<file path="src/hw/fpec_pkg.sv">
// Constants and types shared by the flash program/erase control block.
// Assumes a 32-bit APB with word-aligned registers and a 100 MHz clock.
package fpec_pkg;
   // Register byte offsets
   localparam logic [7:0] FPEC_OFS_CTRL1 = 8'h00;
   localparam logic [7:0] FPEC_OFS_CTRL2 = 8'h04;
   localparam logic [7:0] FPEC_OFS_MODE = 8'h08;
   localparam logic [7:0] FPEC_OFS_IRQ_STATUS = 8'h0c;
   localparam logic [7:0] FPEC_OFS_IRQ_MASK = 8'h10;
   localparam int FPEC_ADDR_W = 8;
   // flash_control_one field positions
   localparam int FPEC_BIT_BURN = 0;
   localparam int FPEC_BIT_WIPE = 1;
   localparam int FPEC_BIT_BURN_CHECK = 2;
   localparam int FPEC_BIT_WIPE_CHECK = 3;
   localparam int FPEC_BIT_BURN_SETUP = 4;
   localparam int FPEC_BIT_WIPE_SETUP = 5;
   localparam int FPEC_BIT_SW_PERMIT = 6;
   localparam int FPEC_BIT_PIN_PERMIT = 7;
   // flash_control_two field position
   localparam int FPEC_BIT_FAULT = 7;
   // Interrupt status / mask positions
   localparam int FPEC_IRQ_FAULT = 0;
   localparam int FPEC_IRQ_REFUSED = 1;
   localparam int FPEC_IRQ_ABORT = 2;
   localparam int FPEC_IRQ_W = 3;
   // Reset values
   localparam logic [7:0] FPEC_CTRL1_RESET = 8'h00;
   localparam logic [7:0] FPEC_CTRL2_RESET = 8'h00;
   localparam logic [FPEC_IRQ_W-1:0] FPEC_IRQ_RESET = 3'h0;
   // Mode pin codes
   localparam logic [2:0] FPEC_PINS_PROM = 3'h0;
   localparam logic [2:0] FPEC_PINS_BOOT = 3'h5;
   localparam logic [2:0] FPEC_PINS_NORMAL_ROM = 3'h6;
   localparam logic [2:0] FPEC_PINS_USER_PROG = 3'h7;
   // Least reset pin low time, in system clock cycles
   localparam int FPEC_RESET_MIN_CYCLES = 20;
   localparam int FPEC_RESET_CNT_W = 5;

   typedef enum logic [1:0] {FPEC_MODE_USER, FPEC_MODE_BOOT, FPEC_MODE_USER_PROG,
      FPEC_MODE_PROM} fpec_mode_e;
endpackage

</file>
<file path="src/hw/fpec_top.sv">
// Flash program/erase control: APB registers, mode gating and interrupt.
// Assumes a 32-bit APB master on clock; chip reset, mode and permit pins pass through fpec_mode_latch.
//
// The placing of the registers and the APB interface to the registers were decided locally.
`timescale 1ns/10ps
//
// Operation
// - Erase bit sets only with pin permit, software permit and erase setup high.
// - Program bit sets only with pin permit, software permit and program setup high.
// - Second control register: read-only, fault flag bit 7, cleared by resets, standby.
// - Second control register reads zero while the on-chip flash is disabled.
// - Operating mode is latched from mode and permit pins at reset release.
// - User mode allows reads but blocks every program and erase.
// - Program and erase allowed only in boot, user program and programmer modes.
// - Normal mode with on-chip ROM offers neither boot nor user program mode.
// - In user program mode the permit pin may toggle anytime; device accepts it.
module fpec_top
   import fpec_pkg::*;
#(
   parameter int ADDR_W = FPEC_ADDR_W
)
(
   input wire logic clock,
   input wire logic rst,
   input wire logic clkEn,
   input wire logic psel,
   input wire logic penable,
   input wire logic pwrite,
   input wire logic [ADDR_W-1:0] paddr,
   input wire logic [31:0] pwdata,
   output logic [31:0] prdata,
   output logic pready,
   output logic pslverr,
   input wire logic chipRstN,
   input wire logic [2:0] modeSelectPins,
   input wire logic writePermitPin,
   input wire logic hwStandby,
   input wire logic swStandby,
   input wire logic flashEnabled,
   input wire logic flashFaultEvent,
   output logic wipeActive,
   output logic burnActive,
   output logic writeAllowed,
   output fpec_mode_e opMode,
   output logic irq
);
   import fpec_pkg::*;

   // Elaboration check: offsets must fit the address bus
   if (ADDR_W < FPEC_ADDR_W)
      $error("fpec_top: ADDR_W too narrow for the register map");

   logic chipResetHeld;
   logic writePermitSync;
   fpec_mode_e latchedMode;

   fpec_mode_latch u_latch
   (
      .clock(clock),
      .rst(rst),
      .clkEn(clkEn),
      .chipRstN(chipRstN),
      .modeSelectPins(modeSelectPins),
      .writePermitPin(writePermitPin),
      .chipResetHeld(chipResetHeld),
      .writePermitSync(writePermitSync),
      .opMode(latchedMode)
   );

   logic [6:0] ctrl1_reg, ctrl1_next;
   logic fault_reg, fault_next;
   logic [FPEC_IRQ_W-1:0] irqStat_reg, irqStat_next;
   logic [FPEC_IRQ_W-1:0] irqMask_reg, irqMask_next;
   logic irq_reg, irq_next;
   logic standbyA_reg, standbyB_reg;
   logic pready_reg, pready_next;
   logic pslverr_reg, pslverr_next;
   logic [31:0] prdata_reg, prdata_next;
   logic allowed_reg, allowed_next;
   logic modeOk;
   logic wrStrobe;
   logic [FPEC_IRQ_W-1:0] events;
   logic refused;
   logic aborted;
   logic [6:0] wrBits;

   // Register select decode, shared by read and write paths
   function automatic logic isMapped(input logic [ADDR_W-1:0] a);
      return a == ADDR_W'(FPEC_OFS_CTRL1) || a == ADDR_W'(FPEC_OFS_CTRL2)
         || a == ADDR_W'(FPEC_OFS_MODE) || a == ADDR_W'(FPEC_OFS_IRQ_STATUS)
         || a == ADDR_W'(FPEC_OFS_IRQ_MASK);
   endfunction

   function automatic logic isReadOnly(input logic [ADDR_W-1:0] a);
      return a == ADDR_W'(FPEC_OFS_CTRL2) || a == ADDR_W'(FPEC_OFS_MODE);
   endfunction

   // Modes that may program or erase; user mode only reads
   always_comb
   begin
      modeOk = 1'b0;
      unique case (latchedMode)
         FPEC_MODE_USER: modeOk = 1'b0;
         FPEC_MODE_BOOT: modeOk = 1'b1;
         FPEC_MODE_USER_PROG: modeOk = 1'b1;
         FPEC_MODE_PROM: modeOk = 1'b1;
      endcase
   end

   // Hardware standby pin crosses into the clock domain
   always_ff @(posedge clock)
   begin
      if (rst)
      begin
         standbyA_reg <= 1'b0;
         standbyB_reg <= 1'b0;
      end
      else if (clkEn)
      begin
         standbyA_reg <= hwStandby;
         standbyB_reg <= standbyA_reg;
      end
   end

   // Write strobe: access phase with our zero-wait ready
   assign wrStrobe = psel && penable && pready_reg && pwrite
      && paddr == ADDR_W'(FPEC_OFS_CTRL1);

   // First control register and mode-bit gating
   always_comb
   begin
      ctrl1_next = ctrl1_reg;
      refused = 1'b0;
      aborted = 1'b0;
      wrBits = pwdata[6:0];
      allowed_next = writePermitSync && modeOk && flashEnabled;
      if (wrStrobe)
      begin
         ctrl1_next = wrBits;
         // Set conditions use the stored setup bits, so a combined write cannot set
         if (wrBits[FPEC_BIT_WIPE] && !(allowed_reg && writePermitSync
            && ctrl1_reg[FPEC_BIT_SW_PERMIT] && ctrl1_reg[FPEC_BIT_WIPE_SETUP]))
         begin
            ctrl1_next[FPEC_BIT_WIPE] = ctrl1_reg[FPEC_BIT_WIPE] && writePermitSync;
            refused = !ctrl1_reg[FPEC_BIT_WIPE];
         end
         if (wrBits[FPEC_BIT_BURN] && !(allowed_reg && writePermitSync
            && ctrl1_reg[FPEC_BIT_SW_PERMIT] && ctrl1_reg[FPEC_BIT_BURN_SETUP]))
         begin
            ctrl1_next[FPEC_BIT_BURN] = ctrl1_reg[FPEC_BIT_BURN] && writePermitSync;
            refused = refused || !ctrl1_reg[FPEC_BIT_BURN];
         end
      end
      // Pin loss drops any active mode bit at once
      if (!writePermitSync)
      begin
         aborted = ctrl1_reg[FPEC_BIT_WIPE] || ctrl1_reg[FPEC_BIT_BURN];
         ctrl1_next[FPEC_BIT_WIPE] = 1'b0;
         ctrl1_next[FPEC_BIT_BURN] = 1'b0;
      end
      if (chipResetHeld || standbyB_reg)
         ctrl1_next = FPEC_CTRL1_RESET[6:0];
   end

   // Error flag: set by the array, cleared by every reset and standby
   always_comb
   begin
      fault_next = fault_reg || flashFaultEvent;
      if (chipResetHeld || standbyB_reg || swStandby)
         fault_next = FPEC_CTRL2_RESET[FPEC_BIT_FAULT];
   end

   // Sticky interrupt status; a new event wins over a write-one clear
   always_comb
   begin
      events = '0;
      events[FPEC_IRQ_FAULT] = flashFaultEvent && !fault_reg;
      events[FPEC_IRQ_REFUSED] = refused;
      events[FPEC_IRQ_ABORT] = aborted;
      irqStat_next = irqStat_reg;
      irqMask_next = irqMask_reg;
      if (psel && penable && pready_reg && pwrite)
      begin
         if (paddr == ADDR_W'(FPEC_OFS_IRQ_STATUS))
            irqStat_next = irqStat_reg & ~pwdata[FPEC_IRQ_W-1:0];
         if (paddr == ADDR_W'(FPEC_OFS_IRQ_MASK))
            irqMask_next = pwdata[FPEC_IRQ_W-1:0];
      end
      irqStat_next = irqStat_next | events;
      irq_next = |(irqStat_next & irqMask_next);
   end

   // APB answer: ready in the first access cycle, data captured at setup
   always_comb
   begin
      pready_next = psel && !penable;
      pslverr_next = 1'b0;
      prdata_next = prdata_reg;
      if (psel && !penable)
      begin
         prdata_next = '0;
         pslverr_next = !isMapped(paddr) || (pwrite && isReadOnly(paddr));
         if (!pwrite)
         begin
            unique case (1'b1)
               paddr == ADDR_W'(FPEC_OFS_CTRL1):
                  prdata_next[7:0] = {writePermitSync, ctrl1_reg};
               paddr == ADDR_W'(FPEC_OFS_CTRL2):
                  prdata_next[FPEC_BIT_FAULT] = fault_reg && flashEnabled;
               paddr == ADDR_W'(FPEC_OFS_MODE):
                  prdata_next[1:0] = latchedMode;
               paddr == ADDR_W'(FPEC_OFS_IRQ_STATUS):
                  prdata_next[FPEC_IRQ_W-1:0] = irqStat_reg;
               paddr == ADDR_W'(FPEC_OFS_IRQ_MASK):
                  prdata_next[FPEC_IRQ_W-1:0] = irqMask_reg;
               default:
                  prdata_next = '0;
            endcase
         end
      end
   end

   // Block registers apart from the standby synchroniser; frozen while the clock enable is low
   always_ff @(posedge clock)
   begin
      if (rst)
      begin
         ctrl1_reg <= FPEC_CTRL1_RESET[6:0];
         fault_reg <= FPEC_CTRL2_RESET[FPEC_BIT_FAULT];
         irqStat_reg <= FPEC_IRQ_RESET;
         irqMask_reg <= FPEC_IRQ_RESET;
         irq_reg <= 1'b0;
         pready_reg <= 1'b0;
         pslverr_reg <= 1'b0;
         prdata_reg <= 32'h0;
         allowed_reg <= 1'b0;
      end
      else if (clkEn)
      begin
         ctrl1_reg <= ctrl1_next;
         fault_reg <= fault_next;
         irqStat_reg <= irqStat_next;
         irqMask_reg <= irqMask_next;
         irq_reg <= irq_next;
         pready_reg <= pready_next;
         pslverr_reg <= pslverr_next;
         prdata_reg <= prdata_next;
         allowed_reg <= allowed_next;
      end
   end

   assign prdata = prdata_reg;
   assign pready = pready_reg;
   assign pslverr = pslverr_reg;
   assign wipeActive = ctrl1_reg[FPEC_BIT_WIPE];
   assign burnActive = ctrl1_reg[FPEC_BIT_BURN];
   assign writeAllowed = allowed_reg;
   assign opMode = latchedMode;
   assign irq = irq_reg;
endmodule

</file>
<file path="src/hw/fpec_mode_latch.sv">
// Pin synchronisers, reset-pin qualification and operating mode latch.
// Assumes chip reset, mode and write-permit pins are asynchronous to clock.
`timescale 1ns/10ps
module fpec_mode_latch
   import fpec_pkg::*;
(
   input wire logic clock,
   input wire logic rst,
   input wire logic clkEn,
   input wire logic chipRstN,
   input wire logic [2:0] modeSelectPins,
   input wire logic writePermitPin,
   output logic chipResetHeld,
   output logic writePermitSync,
   output fpec_mode_e opMode
);
   logic [4:0] syncA_reg, syncA_next;
   logic [4:0] syncB_reg, syncB_next;
   logic [FPEC_RESET_CNT_W-1:0] lowCnt_reg, lowCnt_next;
   logic held_reg, held_next;
   fpec_mode_e mode_reg, mode_next;
   logic pinLow;
   logic [2:0] pinsNow;

   // Mode decode from pins sampled during reset
   function automatic fpec_mode_e decodeMode(input logic [2:0] pins, input logic permit);
      fpec_mode_e m;
      m = FPEC_MODE_USER;
      if (pins == FPEC_PINS_PROM)
         m = FPEC_MODE_PROM;
      else if (permit && pins == FPEC_PINS_BOOT)
         m = FPEC_MODE_BOOT;
      else if (permit && pins == FPEC_PINS_USER_PROG)
         m = FPEC_MODE_USER_PROG;
      // Normal ROM pins, and boot or user program pins without permit, stay in user mode
      return m;
   endfunction

   // Next state: two-stage sync, then count low time and latch mode
   always_comb
   begin
      syncA_next = {chipRstN, modeSelectPins, writePermitPin};
      syncB_next = syncA_reg;
      pinLow = ~syncB_reg[4];
      pinsNow = syncB_reg[3:1];
      lowCnt_next = lowCnt_reg;
      held_next = held_reg;
      mode_next = mode_reg;
      if (!pinLow)
      begin
         lowCnt_next = '0;
         held_next = 1'b0;
      end
      else if (lowCnt_reg != FPEC_RESET_CNT_W'(FPEC_RESET_MIN_CYCLES - 1))
         lowCnt_next = lowCnt_reg + 1'b1;
      else
         held_next = 1'b1; // Glitches shorter than the minimum are ignored
      // Mode follows the pins while reset holds, frozen at release
      if (pinLow && (held_reg || held_next))
         mode_next = decodeMode(pinsNow, syncB_reg[0]);
   end

   // Registers; frozen while the clock enable is low
   always_ff @(posedge clock)
   begin
      if (rst)
      begin
         syncA_reg <= 5'h10;
         syncB_reg <= 5'h10;
         lowCnt_reg <= '0;
         held_reg <= 1'b0;
         mode_reg <= FPEC_MODE_USER;
      end
      else if (clkEn)
      begin
         syncA_reg <= syncA_next;
         syncB_reg <= syncB_next;
         lowCnt_reg <= lowCnt_next;
         held_reg <= held_next;
         mode_reg <= mode_next;
      end
   end

   assign chipResetHeld = held_reg;
   assign writePermitSync = syncB_reg[0]; // Live pin level, changes accepted anytime
   assign opMode = mode_reg;
endmodule

</file>
<file path="config.mk">
export PLATFORM = sky130hd
export DESIGN_NAME = fpec_top
export DESIGN_NICKNAME = d
export VERILOG_FILES = /design/src/hw/fpec_pkg.sv /design/src/hw/fpec_top.sv /design/src/hw/fpec_mode_latch.sv
export SDC_FILE = /design/constraint.sdc
export NUM_CORES = 1
export LEC_CHECK = 0
export BUFFER_PORTS_ARGS = -buffer_cell sky130_fd_sc_hd__buf_4
export CORE_ASPECT_RATIO = 0.8
export CORE_MARGIN = 2
export CORE_UTILIZATION = 49
export CTS_BUF_LIST = sky130_fd_sc_hd__clkbuf_16
export CTS_CLUSTER_DIAMETER = 50
export CTS_CLUSTER_SIZE = 12
export DETAILED_ROUTE_END_ITERATION = 10
export PLACE_DENSITY = 0.85
export SYNTH_ARGS = -nofsm -noshare
export SYNTH_HDL_FRONTEND = slang
export SYNTH_HIERARCHICAL = 1
export SYNTH_SLANG_ARGS = --single-unit
</file>
<file path="constraint.sdc">
create_clock -name clock -period 2 [get_ports clock]
set_input_delay 0.2 -clock clock [delete_from_list [all_inputs] [get_ports clock]]
set_output_delay 0.2 -clock clock [all_outputs]
set_load 0.03 [all_outputs]
</file>
==> metrics.yaml <==
layout_min_cycle_time_ns: 1.74
cp_slowest_stage_delay_ns: 0.58
final_hold_viol_count: 0
cap_violations: 0
synth_edf_count: 0
grt_first_pass_wirelength_um: 8830
ys_warn_count: 6
fillCellCount: 409
initial_core_util_pct: 51.9
drc: 0
regToRegSetupSlack_ns: 0.34
rr_startpoint: "pready"
slew_headroom_pct: 57.1
clock_skew_ns: 0.00414
antenna_found_initial: 0
synthArstFlopShare_pct: 0
gp_congestion: 0.875
syn2layout_area_growth_pct: 19.7
cp_max_fo: 4
yosys-top-cells-area: "dfxtp_1 (38%), mux2i_1 (8.7%), buf_4 (8.1%)"
clockBufferDepth: 2
whs_ns: 0.130
synth-main-ff-cell: "dfxtp_1"
leakagePower_nw: 1.20
timing.rr.end: "irq"
htree_levels: 2
clock-root-buffer: "clkbuf_16"
outcome: "finished, final reports clean"
insertedDiodeCount: 0
numCtsBuffers: 5
die-area_mm2: 0.00551
final_cell_mix: "buf_4 (55), dfxtp_1 (46), nor2_1 (31), nand2_1 (25), conb_1 (24)"
clkTransAtPathRegs_ns: 0.06
post_cts_buffers: 0
fin_nets: 381
place.port_buffers: 45
worst_ep_required_time_ns: 2.17
grt_use_total_pct: 21.1
via_count: 2100
die_y_um: 66.8
whs_path_depth: 3
setup_viol: 0
cts_tree: "yes"
netlist_instances: 276
path_class: "in2reg"
syn_avg_cell_area_um2: 8.74
hold_end: "u_latch/syncA_reg[4]"
hpwl_um: 4060
boundaryPins: 95
drv_slew: 0
slowest_stage: "or4_4"
yosys.area.top_type: "dfxtp_1"
grt_pass1_vias: 1952
worst_setup_path_end_kind: "flop"
synth_cell_type_count: 53
rsz0062_at_grt: "no"
cts_hold_buf: 0
grt-ovfl-total: 0
tightest_slew_ns: 0.639
powerDensity_mw_per_mm2: 691
drt_iter0_markers: 107
dr.pass1.iters: 4
routed_via_density: 5.44
wirelength_um: 5530
critPathLaunchType: "primary input"
cts_sinks: 46
finalCritPeriodShare_pct: 86.8
row_count: 22
irDropWorstVdd_v: 0.000655
tns_ns: 0
ys_seq_area_share_pct: 38.2
core_mm2: 0.00465
layout_commonest_cell: "buf_4"
largest_reg_flops: 8
insertion_delay_ns: 0.29
crit_top_cell: "buf_4"
cts_resized: 0
wl_per_cell_um: 14.3
fmax_ghz: 0.576
hp-class: "in2reg"
die_w_um: 82.5
arrival_ns: 1.91
r2r_cells: 7
ys_ff_latch: 46
netlist_area_mm2: 0.00241
hold_start: "chipRstN"
drive_gt1_share_pct: 22.1
final_antenna_net_count: 0
worstPathCellList: "buf_4, or4_4, buf_4, nor4b_1, buf_4, a21boi_0, o21ai_1, a31oi_1"
synth_top_area_share_pct: 38.2
grt_max_degree: 40
power by group:
| group | internal [mW] | switching, mW | total [mW] |
|---|---|---|---|
| Combinational | 0.0869 | 0.159 | 0.246 |
| Sequential | 0.936 | 0.0161 | 0.952 |
| Clock | 0.456 | 0.344 | 0.799 |
| Total | 1.48 | 0.519 | 2.00 |
area by class of cell:
cell class / count / area [um2] / share of cell area [%]
sequential: 46 / 921 / 31.9
clock inverter: 3 / 16.3 / 0.563
multi-input combinational: 213 / 1320 / 45.8
clock buffer: 5 / 125 / 4.33
timing repair buffer: 55 / 413 / 14.3
tap: 60 / 75.1 / 2.60
inverter: 4 / 15.0 / 0.520
through the flow:
| step | cell area [um2] | utilization [%] | cells | total power, mW | setup slack [ns] |
|---|---|---|---|---|---|
| floorplan | 2500 | - | 299 | 1.17 | 0.115 |
| global placement | 2750 | 59.1 | 378 | 1.21 | 0.00339 |
| detailed placement | 2750 | 59.1 | 378 | 1.22 | -0.0229 |
| CTS | 2890 | 62.1 | 386 | 2.01 | 0.273 |
| global route | 2890 | 62.1 | 386 | 2.07 | 0.188 |
| finish | 2890 | 62.1 | 386 | 2.00 | 0.264 |
critical path: cells and delay by family:
family	cells	cell delay (ns)
simple gates	2	0.89
buf+inv	3	0.48
compound gates	3	0.34
worst max-delay path by stage:
| stage | slack (ns) | to | from | depth (start not counted) |
|---|---|---|---|---|
| 5_1_grt | 0.19 | irq | paddr[0] | 8 |
| 3_5_place_dp | -0.02 | irq | paddr[0] | 8 |
| 2_1_floorplan | 0.12 | irq | paddr[0] | 6 |
| 4_1_cts | 0.27 | irq | paddr[0] | 8 |
| 3_3_place_gp | 0.003 | irq | paddr[0] | 6 |
| 6_report | 0.26 | irq | paddr[0] | 8 |
logic make-up after synthesis:
| family | Yosys count | synth area share, % |
|---|---|---|
| simple gates | 107 | 25.6 |
| compound gates | 55 | 14.2 |
| flops | 46 | 38.2 |
| buf+inv | 40 | 10.6 |
| mux | 24 | 10.1 |
| xor+xnor | 2 | 0.726 |
| fa+ha+maj | 1 | 0.518 |
| other cells | 1 | 0.155 |
routing by layer:
metal | global-route usage, % | part of all wire, % | vias up
met2 | 33.4 | 46 | 75
met3 | 6.91 | 7.9 | 3
met5 | 0 | 0 | -
li1 | - | - | 1034
met1 | 27.4 | 45 | 988
met4 | 5.42 | 0.51 | 0
synthesized netlist by cell type, types with 2 or more instances:
| master | count |
|---|---|
| dfxtp_1 | 46 |
| nor2_1 | 31 |
| buf_4 | 26 |
| nand2_1 | 25 |
| mux2i_1 | 21 |
| a21oi_1 | 20 |
| nand3_1 | 14 |
| clkbuf_1 | 9 |
| a22oi_1 | 7 |
| o21ai_0 | 7 |
| nand4_1 | 5 |
| nor3_1 | 5 |
| nor2b_1 | 4 |
| a21boi_0 | 3 |
| a31oi_1 | 3 |
| inv_1 | 3 |
| and4_1 | 2 |
| mux2_1 | 2 |
| nand3b_1 | 2 |
| nand4b_1 | 2 |
| nor3b_1 | 2 |
| nor4_4 | 2 |
| o21ai_1 | 2 |
| o22ai_1 | 2 |
| o31ai_1 | 2 |
| xor2_1 | 2 |
No activity file was read; power rests on OpenSTA's default activity.
